**config.mk**
```make
export PLATFORM = sky130hd
export DESIGN_NAME = wpz_monitor
export DESIGN_NICKNAME = d
export VERILOG_FILES = /design/src/hw/wpz_pkg.sv /design/src/hw/wpz_monitor.sv
export VERILOG_INCLUDE_DIRS = /design/src /design/src/hw
export SDC_FILE = /design/constraint.sdc
export NUM_CORES = 1
export LEC_CHECK = 0
export BUFFER_PORTS_ARGS = -buffer_cell sky130_fd_sc_hd__buf_2
export CAP_MARGIN = 20
export CORE_AREA = 2 2 214 216
export DETAILED_ROUTE_END_ITERATION = 10
export DIE_AREA = 0 0 216 218
export PLACE_DENSITY = 0.91
export SETUP_SLACK_MARGIN = 0.05
export SKIP_CTS_REPAIR_TIMING = 1
export SLEW_MARGIN = 5
export SYNTH_ARGS = -nofsm -noshare
export SYNTH_HDL_FRONTEND = slang
export SYNTH_SLANG_ARGS = --single-unit
```
**constraint.sdc**
```tcl
create_clock -name clk -period 11.57 [get_ports clk]
set_input_delay 2.314 -clock clk [delete_from_list [all_inputs] [get_ports clk]]
set_output_delay 2.314 -clock clk [all_outputs]
set_load 0.005 [all_outputs]
```
**src/hw/wpz_defs.svh**
```systemverilog
// Purpose: Offsets, field positions, reset values and timing counts of the waveform monitor.
// Assumes: Register port carries a 7-bit offset and 24-bit data.
// Notes:   Definitions only; included by wpz_monitor.sv and the bench, not by wpz_pkg.sv.
`ifndef WPZ_DEFS_SVH
`define WPZ_DEFS_SVH

// Register offsets.
`define WPZ_OFS_MEASUREMENT_MODE_REG        7'h14
`define WPZ_OFS_WAVEFORM_MODE_REG      7'h15
`define WPZ_OFS_LINE_CYCLE_MODE_REG     7'h17
`define WPZ_OFS_ZERO_CROSS_TIMEOUT_RELOAD       7'h1b
`define WPZ_OFS_OCLEVEL      7'h12
`define WPZ_OFS_CURRENT_PEAK_REG        7'h10
`define WPZ_OFS_VOLTAGE_PEAK_REG        7'h11
`define WPZ_OFS_WAVEFORM_OUTPUT_REG        7'h0e
`define WPZ_OFS_MASK         7'h18
`define WPZ_OFS_STATUS       7'h19
`define WPZ_OFS_STATUS_CLEAR_ON_READ      7'h1a

// Reset values.
`define WPZ_RST_ZERO_CROSS_TIMEOUT_RELOAD       16'hffff
`define WPZ_RST_OCLEVEL      8'hff
`define WPZ_RST_MEASUREMENT_MODE_REG        8'h1c
`define WPZ_RST_WAVEFORM_MODE_REG      8'h00
`define WPZ_RST_LINE_CYCLE_MODE_REG     8'h38
`define WPZ_RST_MASK         24'h000000

// Field positions in the mode registers.
`define WPZ_MM_PEAK_PHASE_SELECT_LSB   2
`define WPZ_MM_OCSEL_LSB     5
`define WPZ_WM_WAVEFORM_PHASE_SELECT_LSB     0
`define WPZ_WM_WAVEFORM_SOURCE_SELECT_LSB    2
`define WPZ_WM_RATE_LSB      5
`define WPZ_LC_ZERO_CROSS_SOURCE_SELECT_LSB     3

// Waveform source codes.
`define WPZ_WAVEFORM_SOURCE_SELECT_CURRENT   3'h0
`define WPZ_WAVEFORM_SOURCE_SELECT_VOLTAGE   3'h1

// Status and mask bit positions.
`define WPZ_ST_ZXTO_LSB      6
`define WPZ_ST_ZX_LSB        9
`define WPZ_ST_PKI           15
`define WPZ_ST_WAVEFORM_SAMPLE_MASK          16

// Magnitude field positions.
`define WPZ_I_MAG_LSB        14
`define WPZ_V_MAG_LSB        6

// Timing: the timeout counters step once per this many master clock periods.
`define WPZ_ZXTO_PERIODS     384
`define WPZ_ZXTO_CYCLES      (`WPZ_ZXTO_PERIODS)
// Half line cycles per peak window.
`define WPZ_PEAK_HALF_CYCLES 8'h08
// Low-pass shift: alpha of 1/16 at 26 kSPS puts the pole near 260 Hz.
`define WPZ_LPF_SHIFT        4

`endif

```
**src/hw/wpz_pkg.sv**
```systemverilog
// Purpose: Types shared by the waveform monitor.
// Assumes: Nothing beyond the defs header.
// Notes:   Constants live in wpz_defs.svh.
package wpz_pkg;
    // State of the byte serializer that drains the sample buffer.
    typedef enum logic {
        WPZ_SER_IDLE,
        WPZ_SER_SEND
    } wpz_ser_e;

    // A 24-bit waveform word.
    typedef logic [23:0] wpz_word_t;
endpackage

```
**src/hw/wpz_monitor.sv**
```systemverilog
// Purpose: Per-phase peak, overcurrent, waveform sampling and zero-cross supervision.
// Assumes: ADC samples arrive with adc_strobe at 26 kSPS, synchronous to clk.
// Notes:   Summary of operation follows.
`include "wpz_defs.svh"
`timescale 1ns/1ps
`default_nettype none

module wpz_monitor (
    input  wire logic        clk,
    input  wire logic        reset_n,
    input  wire logic        adc_strobe,
    input  wire logic [23:0] ia_sample,
    input  wire logic [23:0] ib_sample,
    input  wire logic [23:0] ic_sample,
    input  wire logic [15:0] va_sample,
    input  wire logic [15:0] vb_sample,
    input  wire logic [15:0] vc_sample,
    input  wire logic        reg_wr,
    input  wire logic        reg_rd,
    input  wire logic [6:0]  reg_addr,
    input  wire logic [23:0] reg_wdata,
    output logic      [23:0] reg_rdata,
    output logic             irq_n,
    output logic      [7:0]  byte_data,
    output logic             byte_valid,
    input  wire logic        byte_ready,
    output logic      [47:0] v_mult_out,
    output logic      [47:0] v_rms_out,
    output logic             line_cycle_tick,
    output logic             period_zx_tick
);

    // Absolute value of a signed 24-bit word; the most negative code saturates.
    function automatic logic [23:0] abs24(input logic [23:0] v);
        logic [23:0] n;
        n = (~v) + 24'h000001;
        if (!v[23]) begin
            abs24 = v;
        end else if (n[23]) begin
            abs24 = 24'h7fffff;
        end else begin
            abs24 = n;
        end
    endfunction

    // Unsigned maximum of two bytes.
    function automatic logic [7:0] max8(input logic [7:0] a, input logic [7:0] b);
        max8 = (a > b) ? a : b;
    endfunction

    logic [23:0] i_s        [3];      // Current samples per phase.
    logic [15:0] v_s        [3];      // Raw voltage samples per phase.
    logic [15:0] lpf_r      [3];      // Filtered voltage per phase.
    logic [15:0] lpf_nxt    [3];      // Next filtered voltage.
    logic [7:0]  i_mag      [3];      // Current magnitude field.
    logic [7:0]  v_mag      [3];      // Filtered voltage magnitude field.
    logic [15:0] tout_r     [3];      // Hidden timeout counters.
    logic [2:0]  zx_pos;              // Rising crossings this cycle.
    logic [2:0]  zx_neg;              // Falling crossings this cycle.
    logic [7:0]  measurement_mode_reg_r;             // Measurement mode.
    logic [7:0]  waveform_mode_reg_r;           // Waveform mode.
    logic [7:0]  lcyc_r;              // Line-cycle mode.
    logic [15:0] zero_cross_timeout_reload_r;            // Timeout reload value.
    logic [7:0]  oclevel_r;           // Overcurrent level.
    logic [23:0] mask_r;              // Interrupt mask.
    logic [23:0] status_r;            // Sticky event flags.
    logic [23:0] set_v;               // Flags raised this cycle.
    logic [7:0]  current_peak_reg_r;             // Latched current peak.
    logic [7:0]  voltage_peak_reg_r;             // Latched voltage peak.
    logic [7:0]  trk_i_r;             // Running current peak.
    logic [7:0]  trk_v_r;             // Running voltage peak.
    logic [7:0]  hc_cnt_r;            // Half cycles in current window.
    logic        half_tick;           // A selected channel crossed zero.
    logic        win_end;             // Last half cycle of the window.
    logic [8:0]  pre_cnt_r;           // Divider for the timeout step.
    logic        to_tick;             // One timeout step.
    logic        oc_hit;              // A selected phase above level.
    logic [2:0]  dec_cnt_r;           // Rate decimation counter.
    logic        wf_take;             // A waveform sample is due.
    logic        wf_push;             // Sample enters the buffer.
    logic [23:0] wf_word;             // Sample chosen for output.
    logic [23:0] waveform_output_reg_r;             // Last sample offered to the host.
    logic [23:0] buf_mem    [2];      // Two-entry sample buffer.
    logic        buf_wp_r;            // Buffer write pointer.
    logic        buf_rp_r;            // Buffer read pointer.
    logic [1:0]  buf_cnt_r;           // Buffer fill level.
    logic        buf_in_ready;        // Room for a sample.
    logic        buf_out_valid;       // A sample waits.
    logic        buf_pop;             // Serializer takes a sample.
    wpz_pkg::wpz_ser_e ser_r;         // Serializer state.
    logic [23:0] ser_sh_r;            // Serializer shift register.
    logic [1:0]  ser_idx_r;           // Byte index within the word.
    logic        rd_clear;            // Clear-on-read access this cycle.

    assign i_s[0] = ia_sample;
    assign i_s[1] = ib_sample;
    assign i_s[2] = ic_sample;
    assign v_s[0] = va_sample;
    assign v_s[1] = vb_sample;
    assign v_s[2] = vc_sample;

    // Filter, magnitudes and crossing detection per phase.
    always_comb begin
        logic [16:0] diff;
        logic [23:0] ai;
        logic [23:0] av;
        diff = 17'h00000;
        ai   = 24'h000000;
        av   = 24'h000000;
        for (int p = 0; p < 3; p++) begin
            diff = {v_s[p][15], v_s[p]} - {lpf_r[p][15], lpf_r[p]};
            // Single-pole recursion: y += (x - y) / 16.
            lpf_nxt[p] = lpf_r[p] + 16'(signed'(diff) >>> `WPZ_LPF_SHIFT);
            // A function result cannot be sliced directly, so it passes through a local.
            ai       = abs24(i_s[p]);
            i_mag[p] = ai[`WPZ_I_MAG_LSB +: 8];
            av       = abs24({{8{lpf_r[p][15]}}, lpf_r[p]});
            v_mag[p] = av[`WPZ_V_MAG_LSB +: 8];
            // Crossings come from the filtered signal, never the raw one.
            zx_pos[p] = adc_strobe & lpf_r[p][15] & ~lpf_nxt[p][15];
            zx_neg[p] = adc_strobe & ~lpf_r[p][15] & lpf_nxt[p][15];
        end
    end

    // Filter state; the raw and filtered words are also offered outward.
    always_ff @(posedge clk) begin
        if (!reset_n) begin
            for (int p = 0; p < 3; p++) begin
                lpf_r[p] <= 16'h0000;
            end
            v_mult_out <= 48'h000000000000;
            v_rms_out  <= 48'h000000000000;
        end else if (adc_strobe) begin
            for (int p = 0; p < 3; p++) begin
                lpf_r[p] <= lpf_nxt[p];
            end
            // Multipliers see the unfiltered word; rms sees the filtered one.
            v_mult_out <= {vc_sample, vb_sample, va_sample};
            v_rms_out  <= {lpf_nxt[2], lpf_nxt[1], lpf_nxt[0]};
        end
    end

    // Half-cycle count from the channels chosen for line-cycle timing.
    assign half_tick = |((zx_pos | zx_neg) & lcyc_r[`WPZ_LC_ZERO_CROSS_SOURCE_SELECT_LSB +: 3]);
    assign win_end   = half_tick && (hc_cnt_r == `WPZ_PEAK_HALF_CYCLES - 8'h01);

    // Line-cycle tick follows every selected crossing; the period tick only rising crossings of the phase in measurement mode bits 1:0.
    always_ff @(posedge clk) begin
        if (!reset_n) begin
            hc_cnt_r        <= 8'h00;
            line_cycle_tick <= 1'b0;
            period_zx_tick  <= 1'b0;
        end else begin
            line_cycle_tick <= half_tick;
            period_zx_tick  <= |(zx_pos & (3'h1 << measurement_mode_reg_r[1:0]));
            if (win_end) begin
                hc_cnt_r <= 8'h00;
            end else if (half_tick) begin
                hc_cnt_r <= hc_cnt_r + 8'h01;
            end
        end
    end

    // Peak tracking; current and voltage both take the maximum over the same selected phases.
    always_ff @(posedge clk) begin
        logic [7:0] ci;
        logic [7:0] cv;
        ci = trk_i_r;
        cv = trk_v_r;
        for (int p = 0; p < 3; p++) begin
            if (adc_strobe && measurement_mode_reg_r[`WPZ_MM_PEAK_PHASE_SELECT_LSB + p]) begin
                ci = max8(ci, i_mag[p]);
                cv = max8(cv, v_mag[p]);
            end
        end
        if (!reset_n) begin
            trk_i_r <= 8'h00;
            trk_v_r <= 8'h00;
            current_peak_reg_r <= 8'h00;
            voltage_peak_reg_r <= 8'h00;
        end else if (win_end) begin
            // Latch the finished window and start the next from zero.
            current_peak_reg_r <= trk_i_r;
            voltage_peak_reg_r <= trk_v_r;
            trk_i_r <= 8'h00;
            trk_v_r <= 8'h00;
        end else begin
            trk_i_r <= ci;
            trk_v_r <= cv;
        end
    end

    // Overcurrent: any phase in the overcurrent selection above the level.
    always_comb begin
        oc_hit = 1'b0;
        for (int p = 0; p < 3; p++) begin
            if (measurement_mode_reg_r[`WPZ_MM_OCSEL_LSB + p] && (i_mag[p] > oclevel_r)) begin
                oc_hit = adc_strobe;
            end
        end
    end

    // Prescaler shared by the three timeout counters.
    assign to_tick = (pre_cnt_r == 9'(`WPZ_ZXTO_CYCLES - 1));

    always_ff @(posedge clk) begin
        if (!reset_n) begin
            pre_cnt_r <= 9'h000;
        end else if (to_tick) begin
            pre_cnt_r <= 9'h000;
        end else begin
            pre_cnt_r <= pre_cnt_r + 9'h001;
        end
    end

    // Timeout counters: reload on a rising crossing, otherwise step down and stop at zero.
    always_ff @(posedge clk) begin
        for (int p = 0; p < 3; p++) begin
            if (!reset_n) begin
                tout_r[p] <= `WPZ_RST_ZERO_CROSS_TIMEOUT_RELOAD;
            end else if (zx_pos[p]) begin
                tout_r[p] <= zero_cross_timeout_reload_r;
            end else if (to_tick && tout_r[p] != 16'h0000) begin
                tout_r[p] <= tout_r[p] - 16'h0001;
            end
        end
    end

    // Rate decimation: every 1st, 2nd, 4th or 8th ADC strobe is kept.
    assign wf_take = adc_strobe && ((dec_cnt_r & ((3'h1 << waveform_mode_reg_r[6:5]) - 3'h1)) == 3'h0);

    always_ff @(posedge clk) begin
        if (!reset_n) begin
            dec_cnt_r <= 3'h0;
        end else if (adc_strobe) begin
            dec_cnt_r <= dec_cnt_r + 3'h1;
        end
    end

    // Source and phase selection for the waveform word.
    always_comb begin
        logic [1:0] ph;
        ph = waveform_mode_reg_r[`WPZ_WM_WAVEFORM_PHASE_SELECT_LSB +: 2];
        if (ph == 2'h3) begin
            ph = 2'h0;
        end
        if (waveform_mode_reg_r[`WPZ_WM_WAVEFORM_SOURCE_SELECT_LSB +: 3] == `WPZ_WAVEFORM_SOURCE_SELECT_VOLTAGE) begin
            // Filtered voltage, sign-extended to the 24-bit register.
            wf_word = {{8{lpf_nxt[ph][15]}}, lpf_nxt[ph]};
        end else begin
            wf_word = i_s[ph];
        end
    end

    // A sample only counts as available once the buffer accepted it.
    assign wf_push = wf_take && buf_in_ready &&
        ((waveform_mode_reg_r[`WPZ_WM_WAVEFORM_SOURCE_SELECT_LSB +: 3] == `WPZ_WAVEFORM_SOURCE_SELECT_VOLTAGE) ||
         (waveform_mode_reg_r[`WPZ_WM_WAVEFORM_SOURCE_SELECT_LSB +: 3] == `WPZ_WAVEFORM_SOURCE_SELECT_CURRENT));

    // Two-entry buffer; when full the ADC cannot wait, so that sample is skipped.
    assign buf_in_ready  = (buf_cnt_r != 2'h2);
    assign buf_out_valid = (buf_cnt_r != 2'h0);
    assign buf_pop       = buf_out_valid && (ser_r == wpz_pkg::WPZ_SER_IDLE);

    always_ff @(posedge clk) begin
        if (!reset_n) begin
            buf_wp_r  <= 1'b0;
            buf_rp_r  <= 1'b0;
            buf_cnt_r <= 2'h0;
            waveform_output_reg_r   <= 24'h000000;
        end else begin
            if (wf_push) begin
                buf_mem[buf_wp_r] <= wf_word;
                buf_wp_r          <= ~buf_wp_r;
                waveform_output_reg_r           <= wf_word;
            end
            if (buf_pop) begin
                buf_rp_r <= ~buf_rp_r;
            end
            buf_cnt_r <= buf_cnt_r + {1'b0, wf_push} - {1'b0, buf_pop};
        end
    end

    // Serializer: three bytes per word, most significant first.
    assign byte_valid = (ser_r == wpz_pkg::WPZ_SER_SEND);
    assign byte_data  = ser_sh_r[23:16];

    always_ff @(posedge clk) begin
        if (!reset_n) begin
            ser_r     <= wpz_pkg::WPZ_SER_IDLE;
            ser_sh_r  <= 24'h000000;
            ser_idx_r <= 2'h0;
        end else begin
            unique case (ser_r)
                wpz_pkg::WPZ_SER_IDLE: begin
                    if (buf_pop) begin
                        ser_sh_r  <= buf_mem[buf_rp_r];
                        ser_idx_r <= 2'h0;
                        ser_r     <= wpz_pkg::WPZ_SER_SEND;
                    end
                end
                wpz_pkg::WPZ_SER_SEND: begin
                    if (byte_ready) begin
                        ser_sh_r  <= {ser_sh_r[15:0], 8'h00};
                        ser_idx_r <= ser_idx_r + 2'h1;
                        if (ser_idx_r == 2'h2) begin
                            ser_r <= wpz_pkg::WPZ_SER_IDLE;
                        end
                    end
                end
            endcase
        end
    end

    // Events of this cycle, by status position.
    always_comb begin
        set_v = 24'h000000;
        for (int p = 0; p < 3; p++) begin
            set_v[`WPZ_ST_ZX_LSB + p]   = zx_pos[p];
            set_v[`WPZ_ST_ZXTO_LSB + p] = to_tick && !zx_pos[p] &&
                                          (tout_r[p] == 16'h0001);
        end
        set_v[`WPZ_ST_PKI]  = oc_hit;
        set_v[`WPZ_ST_WAVEFORM_SAMPLE_MASK] = wf_push;
    end

    assign rd_clear = reg_rd && (reg_addr == `WPZ_OFS_STATUS_CLEAR_ON_READ);

    // Sticky flags; a new event wins over the clearing read in the same cycle.
    always_ff @(posedge clk) begin
        if (!reset_n) begin
            status_r <= 24'h000000;
        end else if (rd_clear) begin
            status_r <= set_v;
        end else begin
            status_r <= status_r | set_v;
        end
    end

    // Interrupt follows any masked flag and holds until the clearing read.
    assign irq_n = ~|(status_r & mask_r);

    // Register writes.
    always_ff @(posedge clk) begin
        if (!reset_n) begin
            measurement_mode_reg_r   <= `WPZ_RST_MEASUREMENT_MODE_REG;
            waveform_mode_reg_r <= `WPZ_RST_WAVEFORM_MODE_REG;
            lcyc_r    <= `WPZ_RST_LINE_CYCLE_MODE_REG;
            zero_cross_timeout_reload_r  <= `WPZ_RST_ZERO_CROSS_TIMEOUT_RELOAD;
            oclevel_r <= `WPZ_RST_OCLEVEL;
            mask_r    <= `WPZ_RST_MASK;
        end else if (reg_wr) begin
            unique case (reg_addr)
                `WPZ_OFS_MEASUREMENT_MODE_REG:    measurement_mode_reg_r   <= reg_wdata[7:0];
                `WPZ_OFS_WAVEFORM_MODE_REG:  waveform_mode_reg_r <= reg_wdata[7:0];
                `WPZ_OFS_LINE_CYCLE_MODE_REG: lcyc_r    <= reg_wdata[7:0];
                `WPZ_OFS_ZERO_CROSS_TIMEOUT_RELOAD:   zero_cross_timeout_reload_r  <= reg_wdata[15:0];
                `WPZ_OFS_OCLEVEL:  oclevel_r <= reg_wdata[7:0];
                `WPZ_OFS_MASK:     mask_r    <= reg_wdata;
                default: begin
                    // Writes to read-only or unmapped offsets are ignored.
                end
            endcase
        end
    end

    // Register reads, answered one cycle after the strobe; unmapped reads give zero.
    always_ff @(posedge clk) begin
        if (!reset_n) begin
            reg_rdata <= 24'h000000;
        end else if (reg_rd) begin
            unique case (reg_addr)
                `WPZ_OFS_MEASUREMENT_MODE_REG:    reg_rdata <= {16'h0000, measurement_mode_reg_r};
                `WPZ_OFS_WAVEFORM_MODE_REG:  reg_rdata <= {16'h0000, waveform_mode_reg_r};
                `WPZ_OFS_LINE_CYCLE_MODE_REG: reg_rdata <= {16'h0000, lcyc_r};
                `WPZ_OFS_ZERO_CROSS_TIMEOUT_RELOAD:   reg_rdata <= {8'h00, zero_cross_timeout_reload_r};
                `WPZ_OFS_OCLEVEL:  reg_rdata <= {16'h0000, oclevel_r};
                `WPZ_OFS_MASK:     reg_rdata <= mask_r;
                `WPZ_OFS_CURRENT_PEAK_REG:    reg_rdata <= {16'h0000, current_peak_reg_r};
                `WPZ_OFS_VOLTAGE_PEAK_REG:    reg_rdata <= {16'h0000, voltage_peak_reg_r};
                `WPZ_OFS_WAVEFORM_OUTPUT_REG:    reg_rdata <= waveform_output_reg_r;
                `WPZ_OFS_STATUS,
                `WPZ_OFS_STATUS_CLEAR_ON_READ:  reg_rdata <= status_r;
                default:           reg_rdata <= 24'h000000;
            endcase
        end
    end

    // Checks beside the logic.
    peak_latch_a: assert property (@(posedge clk) disable iff (!reset_n)
        win_end |=> (current_peak_reg_r == $past(trk_i_r)) && (trk_i_r == 8'h00))
        else $error("peak not latched at window end");
    zx_flag_a: assert property (@(posedge clk) disable iff (!reset_n)
        zx_pos[0] |=> status_r[`WPZ_ST_ZX_LSB]) else $error("zero-cross flag missed");
    zx_reload_a: assert property (@(posedge clk) disable iff (!reset_n)
        zx_pos[1] |=> (tout_r[1] == $past(zero_cross_timeout_reload_r))) else $error("timeout not reloaded");
    tout_step_a: assert property (@(posedge clk) disable iff (!reset_n)
        (to_tick && !zx_pos[0] && tout_r[0] != 16'h0000)
        |=> (tout_r[0] == $past(tout_r[0]) - 16'h0001)) else $error("timeout step wrong");
    tout_flag_a: assert property (@(posedge clk) disable iff (!reset_n)
        (to_tick && !zx_pos[2] && tout_r[2] == 16'h0001)
        |=> status_r[`WPZ_ST_ZXTO_LSB + 2] && tout_r[2] == 16'h0000)
        else $error("timeout flag missed");
    oc_flag_a: assert property (@(posedge clk) disable iff (!reset_n)
        oc_hit |=> status_r[`WPZ_ST_PKI] && !(mask_r[`WPZ_ST_PKI] && irq_n))
        else $error("overcurrent flag or interrupt missed");
    irq_clear_a: assert property (@(posedge clk) disable iff (!reset_n)
        (rd_clear && set_v == 24'h000000) |=> irq_n && status_r == 24'h000000)
        else $error("interrupt not released by clearing read");
    wf_sample_a: assert property (@(posedge clk) disable iff (!reset_n)
        wf_push |=> status_r[`WPZ_ST_WAVEFORM_SAMPLE_MASK] && waveform_output_reg_r == $past(wf_word))
        else $error("waveform sample not posted");
    ser_bytes_a: assert property (@(posedge clk) disable iff (!reset_n)
        buf_pop |=> byte_valid && byte_data == $past(buf_mem[buf_rp_r][23:16]))
        else $error("first byte not most significant");
    buf_full_a: assert property (@(posedge clk) disable iff (!reset_n)
        (buf_cnt_r == 2'h2) |-> !wf_push) else $error("push into full buffer");

endmodule

`default_nettype wire

```
==> metrics list <==
- Setup violators final: 0
- Total power per unit cell area: between 200 and 250 nW/um^2
- The critical path is of the primary input to flop type.
- The detail route stage leaves a number of antenna-violating nets equal to 0.
- Pleak: roughly 13 nW
- Row generation in the floorplan step produced 78 rows.
- Post-synthesis instance area: roughly 26,000 um^2
- In this design, the largest share of critical-path delay is due to compound AO/OA/AOI/OAI gates.
- Routed wire length per instance: ~21 um
- Synthesis handed over a netlist of around 3,000 instances.
- Clock tree from TritonCTS: done
- Design internal power: between 4 and 5 mW
- The core region is 44,900 um^2.
- Total iterations of the first detailed-routing run: 6
* Most used flip-flop cell after synthesis: dfxtp_1
- Final Cycle Share: about four fifths
* Peak supply drop: 0.207 mV
- Crit path launch type: primary input
* Endpoint arrival time on the critical path: between 9 and 10 ns
* Switch Pwr: around 3.1 mW
- Compared with the post-synthesis result, the final layout area differs by 13.1%.
- GRT overflow: 0
- On the worst path, the slowest cell contributes a delay of between 0.4 and 0.5 ns.
* Total CTS buffers: 47
* Leading post-synthesis cells by cell area: dfxtp_1 23%, edfxtp_1 16%, ha_1 8.2%, mux2i_1 6.6%, nor2_1 4.8%
* Effective utilization at floorplan: just under 60%
- Ys Warns: 0
* Buf/Inv on CP: 7
* Post-Place Worst Slack: between 1.5 and 2 ns
* Net count of the mapped netlist: about 3,300
- After clock tree synthesis, the clock-pin slew on the worst setup and hold paths is approximately 0.06 ns.
* Clock period minus worst slack: 9.13 ns
- Fill cells: around 3,500
* Maximum buffer depth of the clock tree: 3
- Yosys top cell area share: around a quarter
* Cell occurring most often along the worst timing path: buf_4
- DRC: 0
- Max-slew headroom at the worst pin: approximately a tenth
* Wire length of the first global-routing pass: 124,000 um
- Measured along the y axis, the die boundary spans roughly 220 um.
* Die area: between 40,000 and 50,000 um^2
- Combinational logic is responsible for between 50% and 60% of the overall power.
* Via count: 24,000
- The die is ~220 um wide.
- During placement, the flow inserted port buffers numbering 288.
- The worst register-to-register path begins at lpf_r[0][5]$_SDFFCE_PN0P_.
- For this block, the initial DRC count from the detailed router was 2,623.
* Post-synthesis sequential area ratio: 39.7%
* Net count reported at finish: roughly 3,500
- Clk root buf: clkbuf_16
- Global routing used around a third of the available tracks.
- In this run switching power makes up between 40% and 50% of total power.
* Critical Path Slowest Stage Cell: a21oi_1
- Register Area: approximately 11,000 um^2
- For this design, the sink count on the clock tree is about 450.
* Number of max-cap violations: 0
* Data required, critical path: approximately 12 ns
- Fraction of registers with async set/reset: 0%
* Endpoint kind of the worst setup timing path: flop
- Number of distinct standard cells referenced by the synthesized netlist: slightly above 90
* Beginning of the worst hold path: v_rms_out[25]$_SDFFE_PN0P_
* Worst Path Max Fanout: 14
* H-tree depth: 2
- Flop and latch count out of synthesis: between 400 and 500
* Worst setup path startpoint: ia_sample[13]
- Setup repair after global routing left no endpoint under its margin.
- The share of total power dissipated in sequential elements is between 20% and 30%.
* Final Hold Violating Endpoints: 0
* Final RePlAce weighted congestion: approximately 0.99
* Worst-case clock skew: about 0.051 ns
* Largest net degree at the start of global routing: just under 100
* Per-instance average area after synthesis: slightly below 9 um^2
- Peak clock frequency supported by timing: 110 MHz
- Post-synthesis cell type with the largest combined area: dfxtp_1
- Summed over all layers, the routed wires come to 80,500 um.
- Area used by multi-input combinational logic: around 15,000 um^2
* Sum Neg Setup Slack: 0 ns
* Via/cell ratio: between 6 and 7
- The run finished with clean final reports.
- Share of layout cells above drive strength 1: between 10% and 20%
- Counting flops with a built-in enable in the synthesized netlist gives between 100 and 150.
- Share of power burned in the clock network: between 20% and 30%
- Number of primary I/O pins: a little under 300
- Once routing completed, OpenROAD measured the worst setup slack at 2.44 ns.
* Number of max-slew violations in the final report: 0
* Clock insertion delay at the later pin of the skew report: 0.62 ns
- Detail Placement HPWL: 59,200 um
- Via count of the first global-routing pass: between 20,000 and 25,000
- The min-delay analysis places its worst path in the category flop to flop.
* Initial antenna violation count: 6
- For the pin with the worst max-slew slack, the measured transition is around 1.3 ns.
## area by class of cell
cell class / instances / area share (%)
clock buffer: 66 / 4.57
multi-input combinational: 2231 / 49.7
tap: 600 / 2.51
clock inverter: 21 / 0.718
timing repair buffer: 315 / 5.59
inverter: 141 / 1.78
antenna: 2 / 0.0167
sequential: 454 / 35.2
## placed cells by master, fill, tap and decap left out, drive strengths merged, types with 12 or more instances in the layout
| cell | instances |
|---|---|
| a21o | 79 |
| mux2 | 34 |
| a221oi | 19 |
| dfxtp | 310 |
| nand2b | 18 |
| edfxtp | 144 |
| ha | 174 |
| nand2 | 305 |
| a21oi | 227 |
| and3 | 30 |
| or2 | 15 |
| clkbuf | 67 |
| xnor2 | 106 |
| a211oi | 38 |
| o211ai | 22 |
| o21ai | 128 |
| nand3 | 83 |
| xor2 | 63 |
| nor2 | 340 |
| nor3 | 52 |
| and2 | 38 |
| a31oi | 30 |
| nand4 | 30 |
| inv | 144 |
| o21bai | 12 |
| o21a | 15 |
| nor4 | 26 |
| clkinv | 13 |
| mux2i | 175 |
| buf | 314 |
| nor2b | 45 |
| a22oi | 20 |
## per-layer routing
metal	GRT usage (%)	up-vias	part of all wire (%)
met3	8.59	337	11
met2	52.6	1447	44
met4	19.4	6	6.5
li1	-	11000	-
met1	41.5	11200	38
met5	0	-	0.046
## synth_stat cells (24+ instances only)
| library cell | number |
|---|---|
| a211oi_1 | 33 |
| a21o_1 | 79 |
| a21oi_1 | 223 |
| a31oi_1 | 30 |
| and2_1 | 37 |
| and3_1 | 30 |
| buf_1 | 24 |
| clkbuf_1 | 102 |
| dfxtp_1 | 310 |
| edfxtp_1 | 144 |
| ha_1 | 174 |
| inv_1 | 139 |
| mux2_2 | 33 |
| mux2i_1 | 175 |
| nand2_1 | 305 |
| nand3_1 | 82 |
| nand4_1 | 30 |
| nor2_1 | 340 |
| nor2b_1 | 45 |
| nor3_1 | 48 |
| nor4_1 | 25 |
| o21ai_0 | 123 |
| xnor2_1 | 106 |
| xor2_1 | 63 |
## metrics by stage
stage,std cells,util [%],hold slack (ns),area [um^2],power (mW)
after global routing,3828,66.7,0.461,30000,7.82
after CTS,3823,66.6,0.449,29900,7.27
final,3830,66.7,0.447,30000,7.37
after detailed placement,3736,63.0,0.435,28300,5.70
after global placement,3736,63.0,0.429,28300,5.60
after floorplan,2968,-,0.418,26500,4.72
## worst paths after layout
| check | cells past startpoint | end | slack [ns] |
|---|---|---|---|
| worst max-delay path | 34 | trk_i_r[1]$_SDFF_PP0_ | 2.44 |
| worst min-delay path | 1 | v_rms_out[25]$_SDFFE_PN0P_ | 0.45 |
| worst max register to register | 33 | trk_v_r[3]$_SDFF_PP0_ | 3.11 |
| worst min register to register | 1 | v_rms_out[25]$_SDFFE_PN0P_ | 0.45 |
## flip-flops by register name (all words and copies together), names as in the netlist, 9 cells and up, named ones only
signal                       flops
buf_mem                         48
lpf_r                           48
tout_r                          48
v_mult_out                      48
v_rms_out                       48
mask_r                          24
reg_rdata                       24
ser_sh_r                        24
waveform_output_reg_r           24
zero_cross_timeout_reload_r     16
pre_cnt_r                        9
## power groups by stage
stage                     Clock, mW  Combinational, mW  Sequential (mW)
after floorplan                   0               2.65             2.07
after global placement            0               3.46             2.14
after detailed placement          0               3.55             2.14
after CTS                      1.56               3.60             2.11
after global routing           1.63               4.05             2.14
final                          1.56               3.70             2.12
## cell families (layout without fill, tap and decap cells)
logic type	after synthesis	after routing	synth area share (%)
compound gates	657	657	15.9
xor+xnor	169	169	5.59
fa+ha+maj	177	177	8.44
buf+inv	283	543	4.20
flops	454	454	39.7
mux	215	215	8.58
other cells	0	2	0
simple gates	1013	1013	17.6
Note: power is estimated with default switching activity, not from simulation.
